==> src/core/tmr_pkg.sv <==
package tmr_pkg;
	// ----------------------------------------
	// register map (byte addresses, own choice)
	// ----------------------------------------
	localparam logic [7:0] ADDR_CTRL_A = 8'h00;
	localparam logic [7:0] ADDR_CTRL_B = 8'h04;
	localparam logic [7:0] ADDR_COUNT  = 8'h08;
	localparam logic [7:0] ADDR_CMP_A  = 8'h0c;
	localparam logic [7:0] ADDR_CMP_B  = 8'h10;
	localparam logic [7:0] ADDR_MASK   = 8'h14;
	localparam logic [7:0] ADDR_FLAGS  = 8'h18;
	localparam logic [7:0] ADDR_ACK    = 8'h1c;
	// ----------------------------------------
	// field positions
	// ----------------------------------------
	localparam int unsigned BIT_FORCE_A = 7;
	localparam int unsigned BIT_FORCE_B = 6;
	localparam int unsigned BIT_WAVE_HI = 3;
	localparam int unsigned BIT_OVF     = 0;
	localparam int unsigned BIT_CMP_A   = 1;
	localparam int unsigned BIT_CMP_B   = 2;
	// ----------------------------------------
	// constants
	// ----------------------------------------
	localparam logic [7:0]  VAL_MAX     = 8'hff;
	localparam logic [7:0]  VAL_BOTTOM  = 8'h00;
	localparam logic [7:0]  RST_BYTE    = 8'h00;
	localparam logic [9:0]  DIV_8_MASK  = 10'h007;
	localparam logic [9:0]  DIV_64_MASK = 10'h03f;
	localparam logic [9:0]  DIV_256_MSK = 10'h0ff;
	localparam logic [9:0]  DIV_1K_MASK = 10'h3ff;
	// clock-source codes
	localparam logic [2:0]  CS_STOP = 3'h0;
	localparam logic [2:0]  CS_DIV1 = 3'h1;
	localparam logic [2:0]  CS_DIV8 = 3'h2;
	localparam logic [2:0]  CS_D64  = 3'h3;
	localparam logic [2:0]  CS_D256 = 3'h4;
	localparam logic [2:0]  CS_D1K  = 3'h5;
	localparam logic [2:0]  CS_FALL = 3'h6;
	localparam logic [2:0]  CS_RISE = 3'h7;
	// waveform modes
	localparam logic [2:0]  WM_NORMAL = 3'h0;
	localparam logic [2:0]  WM_PC_FF  = 3'h1;
	localparam logic [2:0]  WM_CTC    = 3'h2;
	localparam logic [2:0]  WM_FP_FF  = 3'h3;
	localparam logic [2:0]  WM_PC_A   = 3'h5;
	localparam logic [2:0]  WM_FP_A   = 3'h7;
	// output-mode codes
	localparam logic [1:0]  OM_OFF = 2'h0;
	localparam logic [1:0]  OM_TGL = 2'h1;
	localparam logic [1:0]  OM_CLR = 2'h2;
	localparam logic [1:0]  OM_SET = 2'h3;

	// control A carrier: output modes and low wave bits
	typedef struct packed {
		logic [1:0] out_mode_a;
		logic [1:0] out_mode_b;
		logic [1:0] rsvd;
		logic [1:0] wave_mode_lo;
	} tmr_ctrl_a_t;

	// pin outputs travel together
	typedef struct packed {
		logic wave_out_a;
		logic wave_en_a;
		logic wave_out_b;
		logic wave_en_b;
	} tmr_wave_t;
endpackage

==> src/core/tmr_core.sv <==
`timescale 1ns/1ps
// Function
// - force bit applies output action, non-PWM only
// - forced compare sets no flag, no clear
// - force bits always read zero
// - reserved bits read zero
// - codes 0-5 stop or prescaled clock
// - codes 6,7 count external falling/rising edge
// - external pin counts regardless of direction
// - counter directly readable and writable
// - counter write blocks next compare
// - compare registers continuously matched, drive pins
// - irq needs mask, global enable, flag
// - match sets compare flags
// - vector execution clears flag
// - write one clears flag
// - overflow flag per waveform mode
// - wave mode selects count sequence, top
// - non-PWM output modes off/toggle/clear/set
module tmr_core (
	input  wire logic              pclk,
	input  wire logic              presetn,
	input  wire logic              psel,
	input  wire logic              penable,
	input  wire logic              pwrite,
	input  wire logic [7:0]        paddr,
	input  wire logic [31:0]       pwdata,
	output logic      [31:0]       prdata,
	output logic                   pready,
	output logic                   pslverr,
	input  wire logic              ext_count_pin,
	input  wire logic              global_irq_en,
	output tmr_pkg::tmr_wave_t     wave,
	output logic                   irq_ovf,
	output logic                   irq_cmp_a,
	output logic                   irq_cmp_b
);
	import tmr_pkg::*;

	// ----------------------------------------
	// registers
	// ----------------------------------------
	tmr_ctrl_a_t ctrl_a_r;        // output modes, low wave bits
	logic        wave_mode_hi_r;  // wave mode bit 2
	logic [2:0]  clk_source_sel_r;
	logic [7:0]  counter_value_r;
	logic [7:0]  cmp_value_a_r;   // active compare A
	logic [7:0]  cmp_value_b_r;
	logic [7:0]  cmp_buf_a_r;     // software-written buffer A
	logic [7:0]  cmp_buf_b_r;
	logic [2:0]  irq_mask_r;
	logic [2:0]  flags_r;
	logic        count_down_r;    // phase-correct direction
	logic        block_cmp_r;     // counter write pending
	logic        out_a_r;
	logic        out_b_r;
	logic [9:0]  presc_r;
	logic        pin_s1_r;        // sync stage 1
	logic        pin_s2_r;        // sync stage 2
	logic        pin_s3_r;        // edge history

	// ----------------------------------------
	// bus decode
	// ----------------------------------------
	wire wr_en    = psel & penable & pwrite;
	wire wr_ctl_a = wr_en & (paddr == ADDR_CTRL_A);
	wire wr_ctl_b = wr_en & (paddr == ADDR_CTRL_B);
	wire wr_cnt   = wr_en & (paddr == ADDR_COUNT);
	wire wr_cmp_a = wr_en & (paddr == ADDR_CMP_A);
	wire wr_cmp_b = wr_en & (paddr == ADDR_CMP_B);
	wire wr_mask  = wr_en & (paddr == ADDR_MASK);
	wire wr_flags = wr_en & (paddr == ADDR_FLAGS);
	wire wr_ack   = wr_en & (paddr == ADDR_ACK);
	wire mapped   = (paddr <= ADDR_ACK) & (paddr[1:0] == 2'h0);
	assign pready  = 1'b1;
	// unmapped access answers with an error, reads zero
	assign pslverr = psel & penable & ~mapped;

	// ----------------------------------------
	// mode decode
	// ----------------------------------------
	wire [2:0] wave_mode = {wave_mode_hi_r, ctrl_a_r.wave_mode_lo};
	wire is_pc   = (wave_mode == WM_PC_FF) | (wave_mode == WM_PC_A);
	wire is_fp   = (wave_mode == WM_FP_FF) | (wave_mode == WM_FP_A);
	wire is_pwm  = is_pc | is_fp;
	wire top_a   = (wave_mode == WM_CTC) | (wave_mode == WM_PC_A)
	             | (wave_mode == WM_FP_A);
	wire [7:0] top_val = top_a ? cmp_value_a_r : VAL_MAX;
	wire at_top  = (counter_value_r == top_val);

	// ----------------------------------------
	// clock select and prescaler
	// ----------------------------------------
	// one-cycle pulse at each wrap of the mask
	wire p8    = ((presc_r & DIV_8_MASK)  == DIV_8_MASK);
	wire p64   = ((presc_r & DIV_64_MASK) == DIV_64_MASK);
	wire p256  = ((presc_r & DIV_256_MSK) == DIV_256_MSK);
	wire p1k   = ((presc_r & DIV_1K_MASK) == DIV_1K_MASK);
	wire fall  = pin_s3_r & ~pin_s2_r;
	wire rise  = ~pin_s3_r & pin_s2_r;
	logic tick;
	always_comb begin
		unique case (clk_source_sel_r)
			CS_STOP: tick = 1'b0;
			CS_DIV1: tick = 1'b1;
			CS_DIV8: tick = p8;
			CS_D64:  tick = p64;
			CS_D256: tick = p256;
			CS_D1K:  tick = p1k;
			CS_FALL: tick = fall;
			CS_RISE: tick = rise;
		endcase
	end

	// prescaler free-runs; no reset on select change
	always_ff @(posedge pclk or negedge presetn) begin
		if (!presetn) begin
			presc_r <= 10'h000;
		end else begin
			presc_r <= presc_r + 10'h001;
		end
	end

	// pin sampled whatever its direction
	// two-stage sync then history stage
	always_ff @(posedge pclk or negedge presetn) begin
		if (!presetn) begin
			pin_s1_r <= 1'b0;
			pin_s2_r <= 1'b0;
			pin_s3_r <= 1'b0;
		end else begin
			pin_s1_r <= ext_count_pin;
			pin_s2_r <= pin_s1_r;
			pin_s3_r <= pin_s2_r;
		end
	end

	// ----------------------------------------
	// compare and counting
	// ----------------------------------------
	// continuous compare, gated by tick
	// suppressed on tick after counter write
	wire match_a = tick & ~block_cmp_r & (counter_value_r == cmp_value_a_r);
	wire match_b = tick & ~block_cmp_r & (counter_value_r == cmp_value_b_r);
	// in CTC only real matches clear the counter
	wire ctc_clr = (wave_mode == WM_CTC) & match_a;
	wire ovf_ev  = tick & (is_pc ? (count_down_r & counter_value_r == 8'h01)
	             : (wave_mode == WM_FP_A) ? at_top
	             : (counter_value_r == VAL_MAX) & ~ctc_clr);
	logic [7:0] count_nxt;
	always_comb begin
		count_nxt = counter_value_r;
		if (tick) begin
			if (is_pc) begin
				count_nxt = count_down_r ? counter_value_r - 8'h01
				                         : counter_value_r + 8'h01;
			end else if (ctc_clr | (is_fp & at_top)) begin
				count_nxt = VAL_BOTTOM;
			end else begin
				count_nxt = counter_value_r + 8'h01;
			end
		end
	end
	// phase-correct turns at top and bottom
	wire down_nxt = ~is_pc ? 1'b0
	              : (count_nxt == top_val) ? 1'b1
	              : (count_nxt == VAL_BOTTOM) ? 1'b0 : count_down_r;
	// PWM modes load compares at top, others at once
	wire upd_cmp  = ~is_pwm | (tick & at_top);

	always_ff @(posedge pclk or negedge presetn) begin
		if (!presetn) begin
			counter_value_r <= RST_BYTE;
			count_down_r    <= 1'b0;
			block_cmp_r     <= 1'b0;
		end else begin
			counter_value_r <= wr_cnt ? pwdata[7:0] : count_nxt;
			count_down_r    <= down_nxt;
			block_cmp_r     <= wr_cnt | (block_cmp_r & ~tick);
		end
	end

	// compare buffers and active values
	always_ff @(posedge pclk or negedge presetn) begin
		if (!presetn) begin
			cmp_buf_a_r   <= RST_BYTE;
			cmp_buf_b_r   <= RST_BYTE;
			cmp_value_a_r <= RST_BYTE;
			cmp_value_b_r <= RST_BYTE;
		end else begin
			if (wr_cmp_a) cmp_buf_a_r <= pwdata[7:0];
			if (wr_cmp_b) cmp_buf_b_r <= pwdata[7:0];
			if (upd_cmp) begin
				cmp_value_a_r <= wr_cmp_a ? pwdata[7:0] : cmp_buf_a_r;
				cmp_value_b_r <= wr_cmp_b ? pwdata[7:0] : cmp_buf_b_r;
			end
		end
	end

	// ----------------------------------------
	// control registers
	// ----------------------------------------
	always_ff @(posedge pclk or negedge presetn) begin
		if (!presetn) begin
			ctrl_a_r         <= '0;
			wave_mode_hi_r   <= 1'b0;
			clk_source_sel_r <= CS_STOP;
			irq_mask_r       <= 3'h0;
		end else begin
			if (wr_ctl_a) ctrl_a_r <= tmr_ctrl_a_t'({pwdata[7:4], 2'h0, pwdata[1:0]});
			if (wr_ctl_b) begin
				wave_mode_hi_r   <= pwdata[BIT_WAVE_HI];
				clk_source_sel_r <= pwdata[2:0];
			end
			if (wr_mask) irq_mask_r <= pwdata[2:0];
		end
	end

	// ----------------------------------------
	// flags
	// ----------------------------------------
	// match sets compare flags
	wire [2:0] flag_set = {match_b, match_a, ovf_ev};
	// write one clears; vector ack clears
	wire [2:0] flag_clr = (wr_flags ? pwdata[2:0] : 3'h0)
	                    | (wr_ack   ? pwdata[2:0] : 3'h0);
	// set wins over a clear in the same cycle
	always_ff @(posedge pclk or negedge presetn) begin
		if (!presetn) begin
			flags_r <= 3'h0;
		end else begin
			flags_r <= flag_set | (flags_r & ~flag_clr);
		end
	end

	assign irq_ovf   = global_irq_en & irq_mask_r[BIT_OVF]   & flags_r[BIT_OVF];
	assign irq_cmp_a = global_irq_en & irq_mask_r[BIT_CMP_A] & flags_r[BIT_CMP_A];
	assign irq_cmp_b = global_irq_en & irq_mask_r[BIT_CMP_B] & flags_r[BIT_CMP_B];

	// ----------------------------------------
	// waveform outputs
	// ----------------------------------------
	// force strobe only outside PWM modes
	wire force_a = wr_ctl_b & pwdata[BIT_FORCE_A] & ~is_pwm;
	wire force_b = wr_ctl_b & pwdata[BIT_FORCE_B] & ~is_pwm;
	// next pin level for one channel
	function automatic logic pin_nxt(input logic cur, input logic [1:0] om,
	                                 input logic hit, input logic pwm,
	                                 input logic dn, input logic attop);
		logic r;
		r = cur;
		if (!pwm) begin
			// toggle, clear or set on match
			if (hit) begin
				unique case (om)
					OM_OFF: r = cur;
					OM_TGL: r = ~cur;
					OM_CLR: r = 1'b0;
					OM_SET: r = 1'b1;
				endcase
			end
		end else if (om[1]) begin
			if (hit) r = om[0] ^ dn;
			else if (attop & ~dn) r = ~om[0];
		end
		return r;
	endfunction
	wire pc_dn = is_pc & count_down_r;
	always_ff @(posedge pclk or negedge presetn) begin
		if (!presetn) begin
			out_a_r <= 1'b0;
			out_b_r <= 1'b0;
		end else begin
			out_a_r <= pin_nxt(out_a_r, ctrl_a_r.out_mode_a, match_a | force_a,
			                   is_pwm, pc_dn, tick & at_top & is_fp);
			out_b_r <= pin_nxt(out_b_r, ctrl_a_r.out_mode_b, match_b | force_b,
			                   is_pwm, pc_dn, tick & at_top & is_fp);
		end
	end
	assign wave.wave_out_a = out_a_r;
	assign wave.wave_en_a  = (ctrl_a_r.out_mode_a != OM_OFF);
	assign wave.wave_out_b = out_b_r;
	assign wave.wave_en_b  = (ctrl_a_r.out_mode_b != OM_OFF);

	// ----------------------------------------
	// read mux
	// ----------------------------------------
	// force bits read zero; reserved zero
	wire [7:0] rd_ctl_b = {4'h0, wave_mode_hi_r, clk_source_sel_r};
	wire [7:0] rd_byte  = (paddr == ADDR_CTRL_A) ? ctrl_a_r
	                    : (paddr == ADDR_CTRL_B) ? rd_ctl_b
	                    : (paddr == ADDR_COUNT)  ? counter_value_r
	                    : (paddr == ADDR_CMP_A)  ? cmp_buf_a_r
	                    : (paddr == ADDR_CMP_B)  ? cmp_buf_b_r
	                    : (paddr == ADDR_MASK)   ? {5'h00, irq_mask_r}
	                    : (paddr == ADDR_FLAGS)  ? {5'h00, flags_r} : 8'h00;
	assign prdata = {24'h000000, rd_byte};

	// ----------------------------------------
	// checks
	// ----------------------------------------
	// strobe sets no flag
	a_force_no_flag: assert property (@(posedge pclk) disable iff (!presetn)
		(force_a & ~match_a) |=> ~$rose(flags_r[BIT_CMP_A]))
		else $error("forced compare set flag A");
	a_ctlb_reads_zero: assert property (@(posedge pclk) disable iff (!presetn)
		(paddr == ADDR_CTRL_B) |-> (prdata[7:4] == 4'h0))
		else $error("control B upper bits not zero");
	a_stop_holds: assert property (@(posedge pclk) disable iff (!presetn)
		(clk_source_sel_r == CS_STOP & ~wr_cnt) |=> $stable(counter_value_r))
		else $error("counter moved while stopped");
	a_cnt_write: assert property (@(posedge pclk) disable iff (!presetn)
		wr_cnt |=> (counter_value_r == $past(pwdata[7:0])))
		else $error("counter write lost");
	a_write_blocks: assert property (@(posedge pclk) disable iff (!presetn)
		(wr_cnt ##1 tick) |-> ~match_a & ~match_b)
		else $error("match after counter write");
	a_irq_gate: assert property (@(posedge pclk) disable iff (!presetn)
		irq_cmp_a |-> global_irq_en & irq_mask_r[BIT_CMP_A] & flags_r[BIT_CMP_A])
		else $error("irq A without cause");
	a_match_sets: assert property (@(posedge pclk) disable iff (!presetn)
		match_b |=> flags_r[BIT_CMP_B])
		else $error("flag B not set on match");
	a_w1c_clear: assert property (@(posedge pclk) disable iff (!presetn)
		(wr_flags & pwdata[BIT_OVF] & ~ovf_ev) |=> ~flags_r[BIT_OVF])
		else $error("overflow flag not cleared");
	a_div1_counts: assert property (@(posedge pclk) disable iff (!presetn)
		(clk_source_sel_r == CS_DIV1 & wave_mode == WM_NORMAL & ~wr_cnt)
		|=> counter_value_r == $past(counter_value_r) + 8'h01)
		else $error("undivided clock did not count");
	a_rise_one: assert property (@(posedge pclk) disable iff (!presetn)
		rise |=> ~rise)
		else $error("double edge detect");
	// mode checks below only look one tick ahead; a wrong top value
	// that still wraps somewhere is left to the bench's counter reads
	// clear-on-compare wraps to bottom
	a_ctc_wrap: assert property (@(posedge pclk) disable iff (!presetn)
		(wave_mode == WM_CTC & match_a & ~wr_cnt) |=> counter_value_r == VAL_BOTTOM)
		else $error("clear-on-compare did not wrap");
	a_ctc_no_ovf: assert property (@(posedge pclk) disable iff (!presetn)
		(wave_mode == WM_CTC & tick & counter_value_r != VAL_MAX)
		|=> ~$rose(flags_r[BIT_OVF]))
		else $error("overflow flag below max");
	a_pc_bottom: assert property (@(posedge pclk) disable iff (!presetn)
		(is_pc & ovf_ev & ~wr_cnt) |=> counter_value_r == VAL_BOTTOM)
		else $error("phase-correct overflow off bottom");
	a_force_pwm: assert property (@(posedge pclk) disable iff (!presetn)
		(wr_ctl_b & is_pwm & ~tick) |=> $stable(out_a_r) & $stable(out_b_r))
		else $error("force strobe acted in pwm mode");
	a_presc_once: assert property (@(posedge pclk) disable iff (!presetn)
		p8 |=> ~p8)
		else $error("prescaler pulse too long");
	a_flags_rsvd: assert property (@(posedge pclk) disable iff (!presetn)
		(paddr == ADDR_FLAGS) |-> prdata[31:3] == 29'h0)
		else $error("flag reserved bits not zero");
endmodule

==> config.mk <==
export PLATFORM = sky130hd
export DESIGN_NAME = tmr_core
export DESIGN_NICKNAME = d
export VERILOG_FILES = /design/src/core/tmr_pkg.sv /design/src/core/tmr_core.sv
export SDC_FILE = /design/constraint.sdc
export NUM_CORES = 1
export LEC_CHECK = 0
export BUFFER_PORTS_ARGS = -buffer_cell sky130_fd_sc_hd__buf_2
export CORE_MARGIN = 10
export CORE_UTILIZATION = 57
export CTS_CLUSTER_DIAMETER = 30
export DETAILED_ROUTE_END_ITERATION = 6
export PLACE_DENSITY = 0.93
export SYNTH_ARGS = -nofsm -noshare
export SYNTH_HDL_FRONTEND = slang
export SYNTH_SLANG_ARGS = --single-unit
==> constraint.sdc <==
create_clock -name pclk -period 4.1 [get_ports pclk]
set_input_delay 0.205 -clock pclk [delete_from_list [all_inputs] [get_ports pclk]]
set_output_delay 0.205 -clock pclk [all_outputs]
set_load 0.01 [all_outputs]
# Word level (Yosys, flattened, before mapping)
# Cells that the tools add are included.
[classes]
add_sub_neg = 3
n_lt_le_gt_ge = 1
n_eq_ne = 40
muxes = 35
n_bitwise = 65
reduce_logical = 14
[ops]
columns = ["operator", "n"]
rows = [
  ["$mux 8", 13],
  ["$and 1x1->1", 37],
  ["$eq 8x5->1 const B", 4],
  ["$eq 8x8->1", 4],
  ["$eq 3x3->1 const B", 7],
  ["$eq 8x4->1 const B", 2],
  ["$eq 8x8->1 const B", 2],
  ["$logic_not 8->1", 2],
  ["$mux 1", 15],
  ["$eq 3x2->1 const B", 4],
  ["$mux 3", 4],
  ["$not 1->1", 12],
  ["$reduce_bool 2->1", 6],
  ["$add 10x1->10 const B", 1],
  ["$eq 10x10->1 const B", 1],
  ["$or 1x1->1", 10],
  ["$add 8x1->8 const B", 1],
  ["$eq 2x2->1 const B", 4],
  ["$eq 8x1->1 const B", 1],
  ["$eq 8x3->1 const B", 1],
  ["$le 8x5->1 const B", 1],
  ["$ne 2x2->1 const B", 4],
  ["$pmux 1 s8", 1],
  ["$reduce_and 4->1", 2],
  ["other kinds (12)", 19],
]
[word_totals]
reg_bits = 73
in_bits = 47
out_inout_bits = 41
wordCells = 178

# Depth between registers and ports, before layout
# Gate-level depths: netlist of the first run.
[logic_depth]
word_depth = 14
ltp_mapped = 13
ltp_nobuf = 11

# Least setup slack after synthesis of the first run
# OpenSTA, ideal clock, no wires.
[synth_timing]
path_kind = "register to register"
start = "register cmp_value_a_r[5]"
end = "register count_down_r"
setup_ps = 134
arrival_ps = 2783
required_ps = 3966
setup_slack_ps = 1183
path_stages_with_launch = 12
n_path_buf = 1
synth_period_minus_slack_ps = 2917
path_cell_list = "dfrtp_1 buf_6 xor2_1 or4_4 or3_4 nor3_4 a21oi_2 nor2_4 nor2_1 or4b_1 o41ai_2 o31ai_1"
[synth_between]
elab_chain_cells = 10
elab_cells_between_ends = 15
classes_between = "eq/ne (4); mux (6); bitwise (4); reduce/logical (1)"
[synth_lines]
columns = ["element", "line_no", "source"]
rows = [
  ["start, declared", "tmr_core.sv:47", "logic [7:0] cmp_value_a_r;"],
  ["start signal, assigned", "tmr_core.sv:194", "cmp_value_a_r <= wr_cmp_a ? pwdata[7:0] : cmp_buf_a_r;"],
  ["$eq 8x8->1 / $mux 8 (equally long branches)", "tmr_core.sv:143, tmr_core.sv:88", ""],
  ["$and 1x1->1 / $eq 8x8->1 (equally long branches)", "tmr_core.sv:143, tmr_core.sv:89", ""],
  ["$and 1x1->1, on equally long branches", "tmr_core.sv:146, tmr_core.sv:157", ""],
  ["$or 1x1->1", "tmr_core.sv:157", "end else if (ctc_clr | (is_fp & at_top)) begin"],
  ["$mux 8", "tmr_core.sv:157", ""],
  ["$mux 8", "tmr_core.sv:154", "if (is_pc) begin"],
  ["$mux 8", "tmr_core.sv:153", "if (tick) begin"],
  ["$eq 8x8->1", "tmr_core.sv:166", ": (count_nxt == top_val) ? 1'b1"],
  ["$mux 1", "tmr_core.sv:166", ""],
  ["$mux 1", "tmr_core.sv:165", "wire down_nxt = ~is_pc ? 1'b0"],
  ["end signal, assigned", "tmr_core.sv:178", "count_down_r <= down_nxt;"],
  ["end, declared", "tmr_core.sv:53", "logic count_down_r;"],
]
# Parallel ways exist; a longest one is shown, timed or not.
# A chain may end at the register's enable or synchronous reset.

# Worst setup path in the final report of the first run
[layout_timing]
start = "register ctrl_a_r[0] (netlist name)"
end = "register count_down_r"
[layout_between]
elab_chain_cells = 13
elab_cells_between_ends = 22
classes_between = "eq/ne (8); mux (6); bitwise (7); reduce/logical (1)"
[layout_lines]
columns = ["element", "line_no", "source"]
rows = [
  ["start, declared", "tmr_core.sv:43", "tmr_ctrl_a_t ctrl_a_r;"],
  ["start signal, assigned", "tmr_core.sv:210", "if (wr_ctl_a) ctrl_a_r <= tmr_ctrl_a_t'({pwdata[7:4], 2'h0, pwdata[1:0]});"],
  ["$eq 3x2->1 / $eq 3x3->1 (equally long branches)", "tmr_core.sv:86, tmr_core.sv:146, tmr_core.sv:83", ""],
  ["$or 1x1->1", "tmr_core.sv:86", "wire top_a = (wave_mode == WM_CTC) | (wave_mode == WM_PC_A)"],
  ["$or 1x1->1", "tmr_core.sv:87", "| (wave_mode == WM_FP_A);"],
  ["$mux 8", "tmr_core.sv:88", "wire [7:0] top_val = top_a ? cmp_value_a_r : VAL_MAX;"],
  ["$eq 8x8->1", "tmr_core.sv:89", "wire at_top = (counter_value_r == top_val);"],
  ["$and 1x1->1", "tmr_core.sv:157", ""],
  ["$or 1x1->1", "tmr_core.sv:157", ""],
  ["$mux 8", "tmr_core.sv:157", ""],
  ["$mux 8", "tmr_core.sv:154", ""],
  ["$mux 8", "tmr_core.sv:153", ""],
  ["$eq 8x8->1", "tmr_core.sv:166", ""],
  ["$mux 1", "tmr_core.sv:166", ""],
  ["$mux 1", "tmr_core.sv:165", ""],
]
# Parallel ways exist; a longest one is shown, timed or not.

==> results.cfg, run 1 <==
[logic_synthesis]
yosys_warnings = 0
synth_area_um2 = 5000
synth_edf_count = 0
synth-xor-area-share_pct = 5.07
synth_fa_ha_area_share_pct = 1.25
ys_seq_area_share_pct = 36.5
yosys.area_share.simple_pct = 20.0
muxShareOfSynthArea_pct = 10.7
synth_top_family_by_area = simple AND/OR/NAND/NOR gates
synth_ff_type = dfrtp_1
synth-seq-cells = 73
ys_types = 82
synth_compound_area_share_pct = 17.7
synthArstFlopShare_pct = 100
synthCells = 531
avgSynthCellArea_um2 = 9.43

[power_and_ir_drop]
swShare_pct = 34.0
vdd_drop_max_uv = 182
switching_power_uw = 575
clkPwrFrac_pct = 31.8
power.density_nw_per_um2 = 314
combinationalPowerShare_pct = 22.0
p_int_mw = 1.11
leakage_nw = 2.43
seqPwrFrac_pct = 46.2

[detailed_routing]
vias = 4455
post-route-drc-count = 0
drt-pass1-iter-count = 7
drtIter0Drc = 571
drtAntennaViolNets = 0
wl_mm = 14.4
vias_per_cell = 6.56
drt-wirelength-per-cell_um = 21.2

[floorplanning]
coreArea_um2 = 8640
die_h_um = 114
die-area_um2 = 12900
initial_core_util_pct = 58.0
fp.dieW_um = 114
row_count = 34
ios = 88

[setup_path]
path_cells = and3b_1, nand3_1, o31ai_1, o21ai_1, a211o_2, a211o_2, a2111oi_2, nand4_1, o31ai_1
start_kind = flip-flop
cp_max_fo = 14
slowest_delay_ps = 700
cp_num_buf_inv = 0
worstPathRequired_ps = 4370
end_kind = flip-flop
crit_path_top_delay_cell = dfrtp_1
critPathArrivalTime_ps = 3710
r2r-start = ctrl_a_r[0]
r2r-end = count_down_r
path_delay_family = compound AO/OA/AOI/OAI gates
reg2reg_depth = 9
ff2ff_setup_slack_ps = 650
critPathKind = flip-flop to flip-flop

[clocking]
clkLatencyLatePin_ps = 370
cts.htree.levels = 3
cts_tree = done
clk_pin_slew_ps = 80
cts-buffers-inserted = 9
cts_buffer_depth = 2
cts.sinks = 73
cts_resized = 0
root_buffer = clkbuf_8

[hold_path]
hold_path_depth = 3
hold_class = primary input to flip-flop
hp-start = pwdata[2]
hold_path_end = counter_value_r[2]

[placed_design]
dp_slack_ps = 736
dp_hpwl_mm = 10.8
dpl.cell_count = 661
port_buffers = 38
gp_congestion = 0.966

[global_routing]
grt_max_degree = 38
overflow = 0
grt_pass1_wl_mm = 23.1
grt_usage_pct = 22.5
grt_pass1_vias = 4298
antenna_found_initial = 0

[sta]
setup_ws_ps = 654
tightestPinTransition_ps = 900
hold_viol = 0
maxSlewViolCount = 0
relSlewSlack_pct = 39.5
rsz0062_at_grt = no
finalSetupTns_ps = 0
period_needed_ps = 3450
fin_worst_skew_ps = 9.63
finalCritPeriodShare_pct = 84.1
timing.fmax_mhz = 290
setup_viol = 0

[layout]
drive_gt1_share_pct = 26.3
final_nets = 618
fin_cells = 679
n_antenna_cell = 0
syn2layout_area_growth_pct = 7.57

[outcome]
outcome = finished, final reports clean

[job]
cap_viol_max_count = 0
## what timing repair did
| item | 4_1_cts | 5_1_grt |
|---|---|---|
| hold buffers | 2 | 0 |
| endpoints found under the hold margin | 37 | 0 |
| buffers inserted | 0 | 0 |
| endpoints found under the setup margin | 0 | 0 |
## routing by layer
| layer | global-route usage [%] | wire length [um] | vias to the layer above |
|---|---|---|---|
| met4 | 10.3 | 555 | 2 |
| met2 | 33.5 | 6340 | 278 |
| li1 | - | - | 1965 |
| met1 | 28.6 | 5640 | 2152 |
| met3 | 8.03 | 1820 | 58 |
| met5 | 0 | 40 | - |
## through the flow
step	power, mW	hold WS [ps]	area, um^2	utilization, %
final	1.69	140	5380	62.3
after global routing	1.75	145	5380	62.3
after CTS	1.68	132	5380	62.3
after detailed placement	1.15	320	5180	60.0
after global placement	1.14	314	5180	60.0
after floorplan	1.05	-90.6	5090	-
## power groups by stage
stage	combinational (mW)	sequential (mW)	clock, mW
2_1_floorplan	0.282	0.769	0
3_3_place_gp	0.351	0.791	0
3_5_place_dp	0.357	0.792	0
4_1_cts	0.360	0.779	0.540
5_1_grt	0.398	0.784	0.565
6_report	0.372	0.780	0.537
## registers in the layout, summed over array words and instances (netlist names)
register	cells
presc_r	10
pin_s1_r	1
ctrl_a_r	6
clk_source_sel_r	3
count_down_r	1
flags_r	3
out_b_r	1
block_cmp_r	1
cmp_buf_a_r	8
irq_mask_r	3
out_a_r	1
cmp_value_b_r	8
wave_mode_hi_r	1
cmp_value_a_r	8
counter_value_r	8
cmp_buf_b_r	8
pin_s2_r	1
pin_s3_r	1
## final cells by class
cell class | instances | area [um^2]
sequential | 73 | 1830
tap | 108 | 135
clock buffer | 10 | 138
fill | 668 | 3250
multi-input combinational | 410 | 2840
timing repair buffer | 58 | 345
inverter | 14 | 52.6
clock inverter | 6 | 48.8
## how the worst max path moves through the flow
stage | depth (start not counted) | from | slack (ps) | to
floorplan | 11 | cmp_value_a_r[5] | 1180 | count_down_r
global placement | 10 | ctrl_a_r[0] | 770 | count_down_r
detailed placement | 11 | ctrl_a_r[0] | 740 | count_down_r
CTS | 11 | ctrl_a_r[0] | 710 | count_down_r
global route | 11 | ctrl_a_r[0] | 340 | count_down_r
finish | 9 | ctrl_a_r[0] | 650 | count_down_r
## tightest hold or removal path, delay by kind of cell
family,cells,cell delay [ps]
AO/OA/AOI/OAI,1,60
AND/OR/NAND/NOR,1,60
buffers and inverters,1,150
## synth_stat cells (3+ instances only)
master,instances,area (um^2)
nand2b_1,5,31.3
a21o_1,4,30.0
and2_1,5,31.3
dfrtp_1,73,1830
xnor2_1,17,149
o22ai_1,6,37.5
and3_1,10,62.6
o211ai_1,4,30.0
inv_1,13,48.8
o31ai_1,4,30.0
nor4_1,4,25.0
nand3b_1,3,22.5
a32oi_1,5,43.8
buf_6,3,33.8
mux2_2,44,495
nand3_1,24,120
a221oi_1,5,43.8
nor2b_1,4,25.0
mux2i_1,4,40.0
xor2_1,12,105
clkbuf_8,3,41.3
nor3_1,8,40.0
ha_1,5,62.6
nand4_1,10,62.6
o221ai_1,3,26.3
nand2_1,38,143
nor2_1,36,135
and4_1,3,26.3
buf_4,29,218
o21ai_0,31,155
or2_2,3,18.8
clkbuf_1,18,67.6
a22oi_1,7,52.6
a21oi_1,23,115
buf_2,3,15.0
nor4b_1,3,26.3
## layout by cell type, fill, tap and decap left out, types with 4 or more instances in the layout
cell type,instances
a221oi_1,5
conb_1,25
nor2_1,36
xnor2_1,17
a21o_1,4
xor2_1,12
nand3_1,24
mux2i_1,4
and3_1,10
o22ai_1,6
ha_1,5
a21oi_1,23
buf_2,38
o31ai_1,4
nand2_1,38
mux2_2,44
nand4_1,10
o211ai_1,4
o21ai_0,31
buf_4,18
nor4_1,4
nand2b_1,5
dfrtp_1,73
and2_1,5
nor2b_1,4
clkbuf_8,10
a22oi_1,7
nor3_1,8
a32oi_1,5
inv_1,13
## logic make-up after synthesis
| family | count (synthesis) |
|---|---|
| compound gates | 124 |
| mux | 48 |
| fa+ha+maj | 5 |
| buf+inv | 71 |
| other cells | 2 |
| flops | 73 |
| xor+xnor | 29 |
| simple gates | 179 |
(Power assumes the default switching activity.)
==> run 2: changes to the inputs <==
- clock period: 4.1 -> 3.45 ns (I/O delays scaled with it)
==> run 2 against run 1 <==
Net effect: the flow now finishes with violations (design-rule violations); non-clock buffer count is 14 higher; first-iteration DRC count is 6.8% higher; critical path depth is 1 higher; highest routed layer is now met4; die area stayed put; worst setup slack worse by 500 ps; final cell count is 2.1% higher; worst hold slack worse by 11 ps; largest power group unchanged; clock power is 16% higher; flip-flop and latch count stayed put.
==> results.cfg, run 2 (same netlist as run 1, synthesis figures left out) <==
[outcome]
outcome = finished with violations
violations = design-rule violations

[setup_path]
endpoint = count_down_r
critPathArrivalTime_ps = 3530
start_kind = flip-flop
reg2reg_depth = 10
r2r-end = count_down_r
slowest_delay_ps = 570
critPathKind = flip-flop to flip-flop
crit_path_top_delay_cell = or4b_1
path_cells = xor2_1, or4_4, or3_4, nor3_4, a21oi_2, nor2_4, nor2_1, or4b_1, o41ai_2, o31ai_1
r2r-start = counter_value_r[5]
cp_max_fo = 6
ff2ff_setup_slack_ps = 150
end_kind = flip-flop
worstPathRequired_ps = 3680
crit_path_start = counter_value_r[5]

[power_and_ir_drop]
power.density_nw_per_um2 = 363
swShare_pct = 33.4
combinationalPowerShare_pct = 22.4
vdd_drop_max_uv = 273
leakage_nw = 2.49
totalPowerFinal_mw = 1.99
p_int_mw = 1.33
switching_power_uw = 666
clkPwrFrac_pct = 31.2
seqPwrFrac_pct = 46.4

[hold_path]
hold_class = primary input to flip-flop
hp-start = pwdata[4]

[detailed_routing]
drt-pass1-iter-count = 7
drt-wirelength-per-cell_um = 22.4
drtAntennaViolNets = 0
wl_mm = 15.5
post-route-drc-count = 5
vias = 4647
vias_per_cell = 6.71
drtIter0Drc = 610

[clocking]
root_buffer = clkbuf_8
cts_tree = done
cts-buffers-inserted = 9
clkLatencyLatePin_ps = 370
clk_pin_slew_ps = 80
cts_buffer_depth = 2
cts.sinks = 73
cts.htree.levels = 3

[sta]
setup_viol = 0
fin_worst_skew_ps = 10.2
hold_viol = 0
relSlewSlack_pct = 45.4
timing.fmax_mhz = 303
maxSlewViolCount = 0
tightestPinTransition_ps = 819
holdWs_ps = 128
period_needed_ps = 3300
finalSetupTns_ps = 0
finalCritPeriodShare_pct = 95.5
rsz0062_at_grt = no

[layout]
drive_gt1_share_pct = 28.0
fin_util_pct = 63.6
syn2layout_area_growth_pct = 9.67
final_cell_mix = dfrtp_1, mux2_2, nand2_1, buf_2, nor2_1
fillers = 690
n_antenna_cell = 0
final_common_cell = dfrtp_1
largest_register_ffs = 10
largest_register = presc_r
final_nets = 632

[global_routing]
grt_pass1_vias = 4695
overflow = 0
grt_pass1_wl_mm = 25.2
grt_max_degree = 40
antenna_found_initial = 0
grt_usage_pct = 24.3

[floorplanning]
coreArea_um2 = 8640
ios = 88
row_count = 34
die_h_um = 114
fp.dieW_um = 114
initial_core_util_pct = 58.0
die-area_um2 = 12900

[placed_design]
gp_congestion = 1.02
port_buffers = 38
dp_hpwl_mm = 11.5

[job]
cap_viol_max_count = 0
==> run 2: cell count changes in the layout (fill, tap and decap cells not counted) <==
| cell | previous run | this run |
|---|---|---|
| nand3_2 | 0 | 1 |
| nand3_1 | 24 | 23 |
| inv_6 | 3 | 1 |
| clkbuf_1 | 0 | 1 |
| buf_4 | 18 | 32 |
| clkinv_4 | 0 | 1 |
==> run 2: area by class of cell <==
cell class              count  area [um^2]  area share (%)
repair buffers             72          450            8.21
inverters                  14         52.6           0.957
multi-input cells         410         2840            51.8
flip-flops and latches     73         1830            33.3
clock buffers              11          141            2.58
well taps                 108          135            2.46
clock inverters             5         40.0           0.729
==> run 2: worst max-delay path: cells and delay by family (launching register included) <==
family | cells | cell delay [ps]
AO/OA/AOI/OAI | 3 | 470
XOR/XNOR | 1 | 200
flip-flops | 1 | 410
AND/OR/NAND/NOR | 6 | 2100
==> run 2: how the worst min path moves through the flow <==
stage                               endpoint  cells past startpoint
after CTS                 counter_value_r[4]                      3
after global placement              pin_s1_r                      1
after global routing      counter_value_r[4]                      3
after detailed placement            pin_s1_r                      1
final                     counter_value_r[4]                      3
after floorplan                  block_cmp_r                      0
==> run 2: power groups by stage <==
stage | Combinational (mW) | Clock, mW | Sequential, mW
3_3_place_gp | 0.411 | 0 | 0.935
4_1_cts | 0.434 | 0.622 | 0.922
6_report | 0.447 | 0.623 | 0.924
3_5_place_dp | 0.426 | 0 | 0.938
5_1_grt | 0.487 | 0.662 | 0.926
2_1_floorplan | 0.336 | 0 | 0.914
==> run 2: what timing repair did <==
| item | in CTS | in global routing |
|---|---|---|
| setup endpoints to repair | 0 | 1 |
| gates resized for setup | 0 | 1 |
| buffers inserted | 0 | 1 |
| hold buffers | 2 | 0 |
| hold endpoints to repair | 35 | 0 |
==> run 2: metrics by stage <==
step                      worst slack [ps]  cells  instance area, um^2
after floorplan                        533    554                 5090
after global placement                 252    674                 5280
after detailed placement               184    674                 5280
after CTS                              140    692                 5480
after global routing                  12.1    693                 5490
final                                  154    693                 5490
==> run 2: layer usage <==
layer / share of wire [%] / vias up / global-route usage [%]
met5: 0 / - / 0
met4: 3.8 / 0 / 9.73
met3: 13 / 64 / 8.45
met2: 46 / 313 / 38.3
met1: 37 / 2287 / 29.7
li1: - / 1983 / -
